File: config.mk
export PLATFORM = sky130hd
export DESIGN_NAME = iagc_regs
export DESIGN_NICKNAME = d
export VERILOG_FILES = /design/src/rtl/iagc_regs.v /design/src/rtl/iagc_ramp.v
export VERILOG_INCLUDE_DIRS = /design/src /design/src/rtl
export SDC_FILE = /design/constraint.sdc
export NUM_CORES = 1
export LEC_CHECK = 0
export BUFFER_PORTS_ARGS = -buffer_cell sky130_fd_sc_hd__buf_2
export CORE_ASPECT_RATIO = 0.9
export CORE_MARGIN = 2
export CORE_UTILIZATION = 61
export DETAILED_ROUTE_END_ITERATION = 12
export PLACE_DENSITY = 0.85
export SETUP_SLACK_MARGIN = 0.15
export SKIP_CTS_REPAIR_TIMING = 1
export SLEW_MARGIN = 40
export SYNTH_ARGS = -nofsm -noshare
export SYNTH_HDL_FRONTEND = slang
export SYNTH_SLANG_ARGS = --single-unit
File: constraint.sdc
create_clock -name sys_clk -period 7.1 [get_ports sys_clk]
set_input_delay 0.355 -clock sys_clk [delete_from_list [all_inputs] [get_ports sys_clk]]
set_output_delay 0.355 -clock sys_clk [all_outputs]
set_load 0.1 [all_outputs]
File: src/rtl/iagc_consts.vh
// constants for the input amplifier gain control register bank
`ifndef IAGC_CONSTS_VH
`define IAGC_CONSTS_VH

// register addresses on the control port
`define IAGC_ADDR_AMP0 8'h23
`define IAGC_ADDR_AMP1 8'h24
`define IAGC_ADDR_AMP2 8'h25
`define IAGC_ADDR_AMP3 8'h26
`define IAGC_ADDR_SLEW 8'h27
`define IAGC_ADDR_BOOST 8'h28

// reset values
`define IAGC_AMP_RST 8'h40
`define IAGC_SLEW_RST 8'h00
`define IAGC_BOOST_RST 8'h00

// amplifier control fields
`define IAGC_MIC_BIT 7
`define IAGC_MUTE_BIT 6
`define IAGC_GAIN_HI 5
`define IAGC_GAIN_LO 0

// slew and boost control fields
`define IAGC_RATE_HI 5
`define IAGC_RATE_LO 4
`define IAGC_RDIS_HI 3
`define IAGC_RDIS_LO 0
`define IAGC_BOOST_HI 3
`define IAGC_BOOST_LO 0

// slew rate codes
`define IAGC_RATE_FAST 2'h0
`define IAGC_RATE_MID 2'h1
`define IAGC_RATE_SLOW 2'h2
`define IAGC_RATE_RSVD 2'h3

// ramp durations in microseconds, clock in MHz
`define IAGC_RAMP_FAST_US 21500
`define IAGC_RAMP_MID_US 42500
`define IAGC_RAMP_SLOW_US 85000
`define IAGC_CLK_MHZ 250
// full scale ramp spans this many gain steps
`define IAGC_RAMP_STEPS 63

// width of the step period counter
`define IAGC_CNT_W 20

// step periods in cycles: ramp time times clock over steps, rounded down
`define IAGC_STEP_FAST_CYC 20'h1_4d45
`define IAGC_STEP_MID_CYC 20'h2_92ca
`define IAGC_STEP_SLOW_CYC 20'h5_2595

`endif

File: src/rtl/iagc_regs.v
// input amplifier gain control register bank with gain ramps
`timescale 1ns/10ps
`include "iagc_consts.vh"

module iagc_regs
#(
	parameter [`IAGC_CNT_W-1:0] RAMP_FAST_CYC =
		`IAGC_STEP_FAST_CYC,
	parameter [`IAGC_CNT_W-1:0] RAMP_MID_CYC =
		`IAGC_STEP_MID_CYC,
	parameter [`IAGC_CNT_W-1:0] RAMP_SLOW_CYC =
		`IAGC_STEP_SLOW_CYC
)
(
	input wire sys_clk,
	input wire sys_rst,
	input wire [7:0] reg_addr,
	input wire [7:0] reg_wdata,
	input wire reg_wr,
	input wire reg_rd,
	output reg [7:0] reg_rdata,
	output reg reg_rvalid,
	output reg [3:0] amp_mic_select,
	output reg [3:0] amp_power_up,
	output reg [3:0] amp_mute,
	output reg [3:0] amp_extra_gain,
	output reg [3:0] gain_ramp_disable,
	output wire [23:0] amp_gain_code,
	output wire [3:0] amp_ramp_busy
);

reg [7:0] ctl_reg [0:3];
reg [7:0] slew_reg;
reg [7:0] boost_reg;
reg [7:0] rdata_next;
reg hit_ctl;
reg hit_slew;
reg hit_boost;
reg [1:0] ctl_idx;
reg [`IAGC_CNT_W-1:0] step_cyc;
wire [3:0] ramp_on;
wire [3:0] ramp_hold;

// address decode
always @*
begin
	hit_ctl = 1'b0;
	hit_slew = 1'b0;
	hit_boost = 1'b0;
	ctl_idx = 2'h0;
	case (reg_addr)
		`IAGC_ADDR_AMP0:
		begin
			hit_ctl = 1'b1;
			ctl_idx = 2'h0;
		end
		`IAGC_ADDR_AMP1:
		begin
			hit_ctl = 1'b1;
			ctl_idx = 2'h1;
		end
		`IAGC_ADDR_AMP2:
		begin
			hit_ctl = 1'b1;
			ctl_idx = 2'h2;
		end
		`IAGC_ADDR_AMP3:
		begin
			hit_ctl = 1'b1;
			ctl_idx = 2'h3;
		end
		`IAGC_ADDR_SLEW: hit_slew = 1'b1;
		`IAGC_ADDR_BOOST: hit_boost = 1'b1;
		default: ctl_idx = 2'h0;
	endcase
end

// register writes
always @(posedge sys_clk or posedge sys_rst)
begin
	if (sys_rst)
	begin
		ctl_reg[0] <= `IAGC_AMP_RST;
		ctl_reg[1] <= `IAGC_AMP_RST;
		ctl_reg[2] <= `IAGC_AMP_RST;
		ctl_reg[3] <= `IAGC_AMP_RST;
		slew_reg <= `IAGC_SLEW_RST;
		boost_reg <= `IAGC_BOOST_RST;
	end
	else if (reg_wr)
	begin
		if (hit_ctl)
			ctl_reg[ctl_idx] <= reg_wdata;
		else if (hit_slew)
			slew_reg <= reg_wdata;
		else if (hit_boost)
			boost_reg <= reg_wdata;
	end
end

// read mux, unmapped addresses read zero
always @*
begin
	rdata_next = 8'h00;
	if (hit_ctl)
		rdata_next = ctl_reg[ctl_idx];
	else if (hit_slew)
		rdata_next = slew_reg;
	else if (hit_boost)
		rdata_next = boost_reg;
end

always @(posedge sys_clk or posedge sys_rst)
begin
	if (sys_rst)
	begin
		reg_rdata <= 8'h00;
		reg_rvalid <= 1'b0;
	end
	else
	begin
		reg_rvalid <= reg_rd;
		if (reg_rd)
			reg_rdata <= rdata_next;
	end
end

// shared step period from the rate field
always @*
begin
	case (slew_reg[`IAGC_RATE_HI:`IAGC_RATE_LO])
		`IAGC_RATE_FAST: step_cyc = RAMP_FAST_CYC;
		`IAGC_RATE_MID: step_cyc = RAMP_MID_CYC;
		`IAGC_RATE_SLOW: step_cyc = RAMP_SLOW_CYC;
		`IAGC_RATE_RSVD: step_cyc = RAMP_FAST_CYC;
		default: step_cyc = RAMP_FAST_CYC;
	endcase
end

// amplifier control outputs
always @(posedge sys_clk or posedge sys_rst)
begin
	if (sys_rst)
	begin
		amp_mic_select <= 4'h0;
		amp_power_up <= 4'h0;
		amp_mute <= 4'hf;
		amp_extra_gain <= 4'h0;
		gain_ramp_disable <= 4'h0;
	end
	else
	begin
		amp_mic_select[0] <= ctl_reg[0][`IAGC_MIC_BIT];
		amp_mic_select[1] <= ctl_reg[1][`IAGC_MIC_BIT];
		amp_mic_select[2] <= ctl_reg[2][`IAGC_MIC_BIT];
		amp_mic_select[3] <= ctl_reg[3][`IAGC_MIC_BIT];
		amp_power_up[0] <= ctl_reg[0][`IAGC_MIC_BIT];
		amp_power_up[1] <= ctl_reg[1][`IAGC_MIC_BIT];
		amp_power_up[2] <= ctl_reg[2][`IAGC_MIC_BIT];
		amp_power_up[3] <= ctl_reg[3][`IAGC_MIC_BIT];
		amp_mute[0] <= ctl_reg[0][`IAGC_MUTE_BIT];
		amp_mute[1] <= ctl_reg[1][`IAGC_MUTE_BIT];
		amp_mute[2] <= ctl_reg[2][`IAGC_MUTE_BIT];
		amp_mute[3] <= ctl_reg[3][`IAGC_MUTE_BIT];
		amp_extra_gain <= boost_reg[`IAGC_BOOST_HI:`IAGC_BOOST_LO];
		gain_ramp_disable <= slew_reg[`IAGC_RDIS_HI:`IAGC_RDIS_LO];
	end
end

// slew only while powered up and not disabled; mute freezes the code
assign ramp_on[0] = ctl_reg[0][`IAGC_MIC_BIT] & ~slew_reg[0];
assign ramp_on[1] = ctl_reg[1][`IAGC_MIC_BIT] & ~slew_reg[1];
assign ramp_on[2] = ctl_reg[2][`IAGC_MIC_BIT] & ~slew_reg[2];
assign ramp_on[3] = ctl_reg[3][`IAGC_MIC_BIT] & ~slew_reg[3];
assign ramp_hold[0] = ctl_reg[0][`IAGC_MUTE_BIT];
assign ramp_hold[1] = ctl_reg[1][`IAGC_MUTE_BIT];
assign ramp_hold[2] = ctl_reg[2][`IAGC_MUTE_BIT];
assign ramp_hold[3] = ctl_reg[3][`IAGC_MUTE_BIT];

// one ramp per amplifier
iagc_ramp u_ramp0
(
	.sys_clk(sys_clk),
	.sys_rst(sys_rst),
	.target_code(ctl_reg[0][`IAGC_GAIN_HI:`IAGC_GAIN_LO]),
	.slew_on(ramp_on[0]),
	.hold(ramp_hold[0]),
	.step_cycles(step_cyc),
	.gain_reg(amp_gain_code[5:0]),
	.busy_reg(amp_ramp_busy[0])
);

iagc_ramp u_ramp1
(
	.sys_clk(sys_clk),
	.sys_rst(sys_rst),
	.target_code(ctl_reg[1][`IAGC_GAIN_HI:`IAGC_GAIN_LO]),
	.slew_on(ramp_on[1]),
	.hold(ramp_hold[1]),
	.step_cycles(step_cyc),
	.gain_reg(amp_gain_code[11:6]),
	.busy_reg(amp_ramp_busy[1])
);

iagc_ramp u_ramp2
(
	.sys_clk(sys_clk),
	.sys_rst(sys_rst),
	.target_code(ctl_reg[2][`IAGC_GAIN_HI:`IAGC_GAIN_LO]),
	.slew_on(ramp_on[2]),
	.hold(ramp_hold[2]),
	.step_cycles(step_cyc),
	.gain_reg(amp_gain_code[17:12]),
	.busy_reg(amp_ramp_busy[2])
);

iagc_ramp u_ramp3
(
	.sys_clk(sys_clk),
	.sys_rst(sys_rst),
	.target_code(ctl_reg[3][`IAGC_GAIN_HI:`IAGC_GAIN_LO]),
	.slew_on(ramp_on[3]),
	.hold(ramp_hold[3]),
	.step_cycles(step_cyc),
	.gain_reg(amp_gain_code[23:18]),
	.busy_reg(amp_ramp_busy[3])
);

endmodule

File: src/rtl/iagc_ramp.v
// gain ramp for one input amplifier
`timescale 1ns/10ps
`include "iagc_consts.vh"

module iagc_ramp
(
	input wire sys_clk,
	input wire sys_rst,
	input wire [5:0] target_code,
	input wire slew_on,
	input wire hold,
	input wire [`IAGC_CNT_W-1:0] step_cycles,
	output reg [5:0] gain_reg,
	output reg busy_reg
);

reg [5:0] gain_next;
reg busy_next;
reg [`IAGC_CNT_W-1:0] cnt_reg;
reg [`IAGC_CNT_W-1:0] cnt_next;

always @*
begin
	gain_next = gain_reg;
	cnt_next = cnt_reg;
	busy_next = 1'b0;
	if (hold)
	begin
		// muted: gain code not followed
		cnt_next = {`IAGC_CNT_W{1'b0}};
	end
	else if (!slew_on)
	begin
		// snap straight to the target
		gain_next = target_code;
		cnt_next = {`IAGC_CNT_W{1'b0}};
	end
	else if (gain_reg != target_code)
	begin
		busy_next = 1'b1;
		if (cnt_reg + 1'b1 >= step_cycles)
		begin
			cnt_next = {`IAGC_CNT_W{1'b0}};
			if (gain_reg < target_code)
				gain_next = gain_reg + 6'h01;
			else
				gain_next = gain_reg - 6'h01;
		end
		else
			cnt_next = cnt_reg + 1'b1;
	end
	else
		cnt_next = {`IAGC_CNT_W{1'b0}};
end

always @(posedge sys_clk or posedge sys_rst)
begin
	if (sys_rst)
	begin
		gain_reg <= 6'h00;
		busy_reg <= 1'b0;
		cnt_reg <= {`IAGC_CNT_W{1'b0}};
	end
	else
	begin
		gain_reg <= gain_next;
		busy_reg <= busy_next;
		cnt_reg <= cnt_next;
	end
end

endmodule

* Yosys cells after proc, flatten, opt, wreduce, memory -nomap -nowiden
Cells that the tools add are included.
** Word-level totals
- Register bits after elaboration :: 181
- Input port bits :: 20
- Logic and storage cells :: 151
** Cells by class
- Add/subtract/negate cells :: 12
- Magnitude comparators :: 10
- Equality and inequality tests :: 21
- Multiplexer cells :: 58
- Bitwise gates (word level) :: 15
- Reductions and logical operators :: 11
** Operators with widths (count)
- two-way mux 20 bit :: 16
- two-way mux 6 bit :: 16
- adder 20 x 1 -> 20 bit (second input constant) :: 4
- greater-or-equal comparator 20 bit :: 4
- one-hot mux 20 bit (3 select lines) :: 1
- equality test 8 x 6 -> 1 bit (second input constant) :: 6
- two-way mux 8 bit :: 6
- bitwise mux 32 bit :: 1
- adder 6 x 1 -> 6 bit (second input constant) :: 4
- less-than comparator 6 bit :: 4
- inequality test 6 bit :: 4
- subtractor 6 x 1 -> 6 bit (second input constant) :: 4
- binary-select mux 8 bit (select 2 bit) :: 1
- demux 8 bit (select 2 bit) :: 1
- inequality test 2 bit (second input constant) :: 8
- two-way mux 1 bit :: 15
- AND reduction 3 bit :: 5
- NOT 1 bit :: 10
- one-hot mux 2 bit (3 select lines) :: 1
- bitwise AND 1 bit :: 4
- equality test 2 bit (second input constant) :: 2
- AND reduction 4 bit :: 1
- OR reduction 4 bit :: 1
- greater-or-equal comparator 3 bit (second input constant) :: 1
- other kinds (7) :: 7

* Longest topological paths before layout
- Depth after elaboration :: 8
- Depth in mapped cells :: 16
- Gate-level depth less buffers :: 15

* Cells and area by module
From an unflattened synthesis, not the netlist that was laid out.
** Second synthesis, totals
- Cell total of the unflattened synthesis :: 1153
- Area total of the unflattened synthesis :: 11547.3 um^2
** By module, submodules not included
- iagc_ramp (u_ramp0 ...) :: instances 3, cells each 229, area each 2112.0 um^2, seq. area each 675.6 um^2
- iagc_regs :: instances 1, cells each 236, area each 3109.2 um^2, seq. area each 1836.8 um^2
- iagc_ramp (u_ramp1) :: instances 1, cells each 230, area each 2102.0 um^2, seq. area each 675.6 um^2

* Worst setup path before layout
OpenSTA, ideal clock, no wires.
- Kind :: reg-to-reg
- Start point :: reg slew_reg[5]
- End point :: reg u_ramp2.gain_reg[2]
- Arrival time :: 3.540 ns
- Data required time :: 6.972 ns
- Slack :: 3.432 ns
- Stages on the path, launching flop included :: 12
- Path buffers :: 1
- Cell sequence :: dfrtp_1 -> inv_1 -> ha_1 -> inv_1 -> ha_1 -> and4_1 -> a221o_1 -> a2111oi_2 -> a21oi_1 -> or2_1 -> buf_2 -> mux2_1
** On the way
- Cells in the longest elaborated chain, start to end :: 6
- Elaborated cells between the ends (all ways) :: 9
** RTL lines
- start: declaration :: line iagc_regs.v:33 : reg [7:0] slew_reg;
- start signal: assignment :: line iagc_regs.v:87 : slew_reg <= `IAGC_SLEW_RST;
- start signal: assignment :: line iagc_regs.v:95 : slew_reg <= reg_wdata;
- equality test 2 bit or logical NOT 2 bit (tied branches) :: line iagc_regs.v:131 : case (slew_reg[`IAGC_RATE_HI:`IAGC_RATE_LO])
- OR reduction 2 bit (no line)
- one-hot mux 20 bit (3 select lines) * :: line iagc_regs.v:131
- greater-or-equal comparator 20 bit * :: line iagc_ramp.v:41 : if (cnt_reg + 1'b1 >= step_cycles)
- inequality test 2 bit (no line) *
- AND reduction 3 bit (no line) *
- end signal: assignment :: line iagc_ramp.v:66 : gain_reg <= gain_next;
- end: declaration :: line iagc_ramp.v:13 : output reg [5:0] gain_reg,
Every way passes the cells marked *; elsewhere a longest branch is shown, timed or not. The select of a mux whose other input is x is not followed.
A chain may end at the register's enable or synchronous reset.

* Worst setup path in the final report
- Start point :: reg slew_reg[5]
- End point :: reg u_ramp0.gain_reg[5]
** On the way
- Cells in the longest elaborated chain, start to end :: 6
- Elaborated cells between the ends (all ways) :: 9
** RTL lines (line)
- equality test 2 bit or logical NOT 2 bit (tied branches) :: iagc_regs.v:131
- OR reduction 2 bit (no line)
- one-hot mux 20 bit (3 select lines) * :: iagc_regs.v:131
- greater-or-equal comparator 20 bit * :: iagc_ramp.v:41
- inequality test 2 bit (no line) *
- AND reduction 3 bit (no line) *
- end signal: assignment :: iagc_ramp.v:66
- end: declaration :: iagc_ramp.v:13
Marks and branches as above.

==> key figures <==
Routing
  – Total routed wirelength: 25820 um
  – Post-detailed-route count of antenna-violating nets: 0
  – Routed vias/inst: 6.110
  – Drt drc: 0
  – Routed len/inst: 18.07 um
  – Drt pass-1 iters: 5
  – Initial DRC count: 720
  – Total number of vias: 8731

Worst setup path
  – CP Launch Type: flip-flop
  – FF-to-FF End: u_ramp0.gain_reg[5]
  – Delay of the slowest critical-path stage: ~0.68 ns
  – R2r startpoint: slew_reg[5]
  – R2R Setup Slk: 3.00 ns
  – Crit-path cells: inv_1, ha_1, buf_4, inv_1, buf_4, ha_1, nand2b_1, a2111oi_0, o32ai_1, a221oi_1, a41o_1, o21ai_0, o21ai_0
  – Reg2Reg Depth: 13
  – Worst-path maximum fanout: 17
  – Setup crit start: slew_reg[5]
  – Critical Path RT: 7.45 ns
  – CP max-delay cell: a221oi_1
  – Worst setup path class: flip-flop to flip-flop
  – CP bufs+invs: 4
  – WP depth: 13
  – WP data arrival: between 4 and 5 ns
  – Largest delay share family, worst path: compound AO/OA/AOI/OAI gates
  – CP endpoint kind: flip-flop
  – Worst setup path end: u_ramp0.gain_reg[5]

Global routing
  – GR Util All Layers: 27.66%
  – First-pass GRT wire length: between 40000 and 50000 um
  – Maximum number of pins on one net before global-route repair: 100
  – Met2 Use GR: 46.50%
  – GR met1 Demand/Resource: 36.28%
  – Vias in the first global route: 8815
  – GR peak layer: met2
  – Initial antenna violation count: 1
  – Total grt overflow: 0
  – Grt met3 use: 4.688%

Power and ir drop
  – P_leak: 5.786 nW
  – Worst vdd ir: 0.1752 mV
  – Pwr Density: 209.7 mW/mm^2

Layout
  – Area Overhead vs Synth: 11.39%
  – Max reg flops: 32
  – Post-route cell area: 0.01220 mm^2
  – Most frequent cells in the layout: 173 x dfrtp_1, 118 x ha_1, 90 x nand2_1
  – Nets: 1317
  – Commonest non-fill, non-tap cell in the layout: dfrtp_1
  – Layout cell share with drive strength beyond 1: 13.89%

CTS
  – CTS root buffer: clkbuf_16
  – H-tree depth: 4
  – Total CTS buffers: 17
  – CTS tree: done
  – Clock slew at reported path FFs: ~0.070 ns
  – CTS Sinks: 181
  – Worst skew pair latency: about 0.43 ns
  – Maximum root-to-sink buffer count: 2

Synth
  – Post-Synth XOR/XNOR Area: 6.876%
  – Largest family of logic cells by synthesized area: simple AND/OR/NAND/NOR gates
  – Adder-Cell Fraction of Synth Area: between 10 and 15%
  – Mapped Area: 0.01095 mm^2
  – Compound-Gate Fraction of Synth Area: a little under an eighth
  – Flops & latches, synth: 181
  – Post-Synth Simple-Gate Area: 18.24%
  – Yosys top cell area share: roughly two fifths
  – Cell variety after synth: 71
  – Yosys Warn Count: 0
  – Yosys top cell by area: dfrtp_1
  – Synth Area per Inst: ~9.9 um^2
  – Post-synthesis mux area share: 3.575%
  – EDFF count, synth: 0
  – Prevailing post-synth register cell: dfrtp_1
  – Async set or reset register ratio after synthesis: 100.0%
  – Seq/Total Area, Yosys: 41.44%
  – Top post-synthesis cells by area: dfrtp_1 40%, ha_1 13%, xnor2_1 4.3%
  – Synth Instances: 1108

Floorplanning
  – Die area: between 0.015 and 0.02 mm^2
  – I/O pin total: just under 80
  – Die Y: 131.1 um
  – Starting Density: 62.20%
  – Site Rows: 46
  – Core box area: between 0.015 and 0.02 mm^2
  – Chip width: ~150 um

Timing
  – Fin crit share: 57.78%
  – Setup TNS: 0 ns
  – Minimum clock period: 4.103 ns
  – Final Hold Fails: 0
  – RSZ-0062 raised after global routing: no
  – PnR worst setup slack: 2.997 ns
  – Count of final max-slew check failures: 0
  – Max Fclk: 0.2437 GHz
  – Measured slew at the worst slew-check pin: between 0.7 and 0.8 ns
  – Final Skew: 0.01414 ns
  – Slew headroom: 49.62%
  – Final setup viols: 0

Placed design
  – Final GP Congestion: between 0.8 and 0.9
  – DP HPWL: 18270 um
  – Post-Place Cell Area: 0.01152 mm^2
  – Worst setup slack after placement: 3.017 ns
  – IO buf count: 76

Outcome
  – Status: finished clean

Hold path
  – Hold WC Path Type: primary input to async pin

Run
  – Max Cap Violations: 0
[worst min-delay path by stage]
stage / start / to / slack [ns]
3_5_place_dp: boost_reg[1] / amp_extra_gain[1] / 0.38
6_report: sys_rst / u_ramp2.busy_reg / 0.04
3_3_place_gp: boost_reg[1] / amp_extra_gain[1] / 0.38
5_1_grt: sys_rst / u_ramp2.busy_reg / 0.11
2_1_floorplan: boost_reg[1] / amp_extra_gain[1] / 0.37
4_1_cts: sys_rst / u_ramp2.busy_reg / 0.08
[cells in the mapped netlist (all sizes together), types with 5 or more instances]
cell type  instances
and2               6
a22oi             17
nand2b             8
a21oi             57
a31oi              6
ha               118
o21a               6
nand4             27
or3                5
clkbuf            17
dfrtp            173
xor2              32
nor2              70
inv               61
nor2b             55
buf               20
mux2              33
nand3             43
a222oi             8
dfstp              8
o21ai             52
and3              29
a21o              17
nor3              22
and4               6
xnor2             54
nand2             90
[cell type report]
| type | instances | area (um^2) |
|---|---|---|
| flip-flops and latches | 181 | 4539 |
| inverters | 61 | 236.5 |
| fillers | 1296 | 5410 |
| clock inverters | 11 | 222.7 |
| multi-input cells | 832 | 6021 |
| diodes | 1 | 2.502 |
| repair buffers | 82 | 429.2 |
| clock buffers | 21 | 450.4 |
| well taps | 240 | 300.3 |
[per-stage QoR]
| step | utilization (%) | instances | hold slack (ns) | power, mW |
|---|---|---|---|---|
| after CTS | 69.22 | 1427 | 0.07610 | 2.569 |
| final | 69.28 | 1429 | 0.04387 | 2.559 |
| after floorplan | - | 1111 | 0.3677 | 1.400 |
| after global routing | 69.28 | 1429 | 0.1092 | 2.646 |
| after global placement | 65.34 | 1395 | 0.3809 | 1.476 |
| after detailed placement | 65.40 | 1395 | 0.3826 | 1.491 |
[logic make-up (layout without fill, tap and decap cells)]
kind of cell	Yosys count	count (layout)
XOR/XNOR	86	86
flip-flops	181	181
AO/OA/AOI/OAI	203	203
AND/OR/NAND/NOR	382	382
buffers and inverters	98	175
adder cells (fa/ha/maj)	122	122
other	1	5
multiplexers	35	35
[power breakdown]
| group | switching [mW] | total [mW] | leakage [nW] | internal, mW |
|---|---|---|---|---|
| Sequential | 0.0218 | 1.08 | 2.27 | 1.05 |
| Combinational | 0.284 | 0.401 | 3.19 | 0.117 |
| Clock | 0.407 | 1.08 | 0.328 | 0.674 |
[per-layer routing]
metal,vias up,part of all wire (%)
met5,-,0
met4,0,2.7
met3,65,5.5
met2,305,49
met1,4297,43
li1,4064,-
No activity file was read; power rests on OpenSTA's default activity.
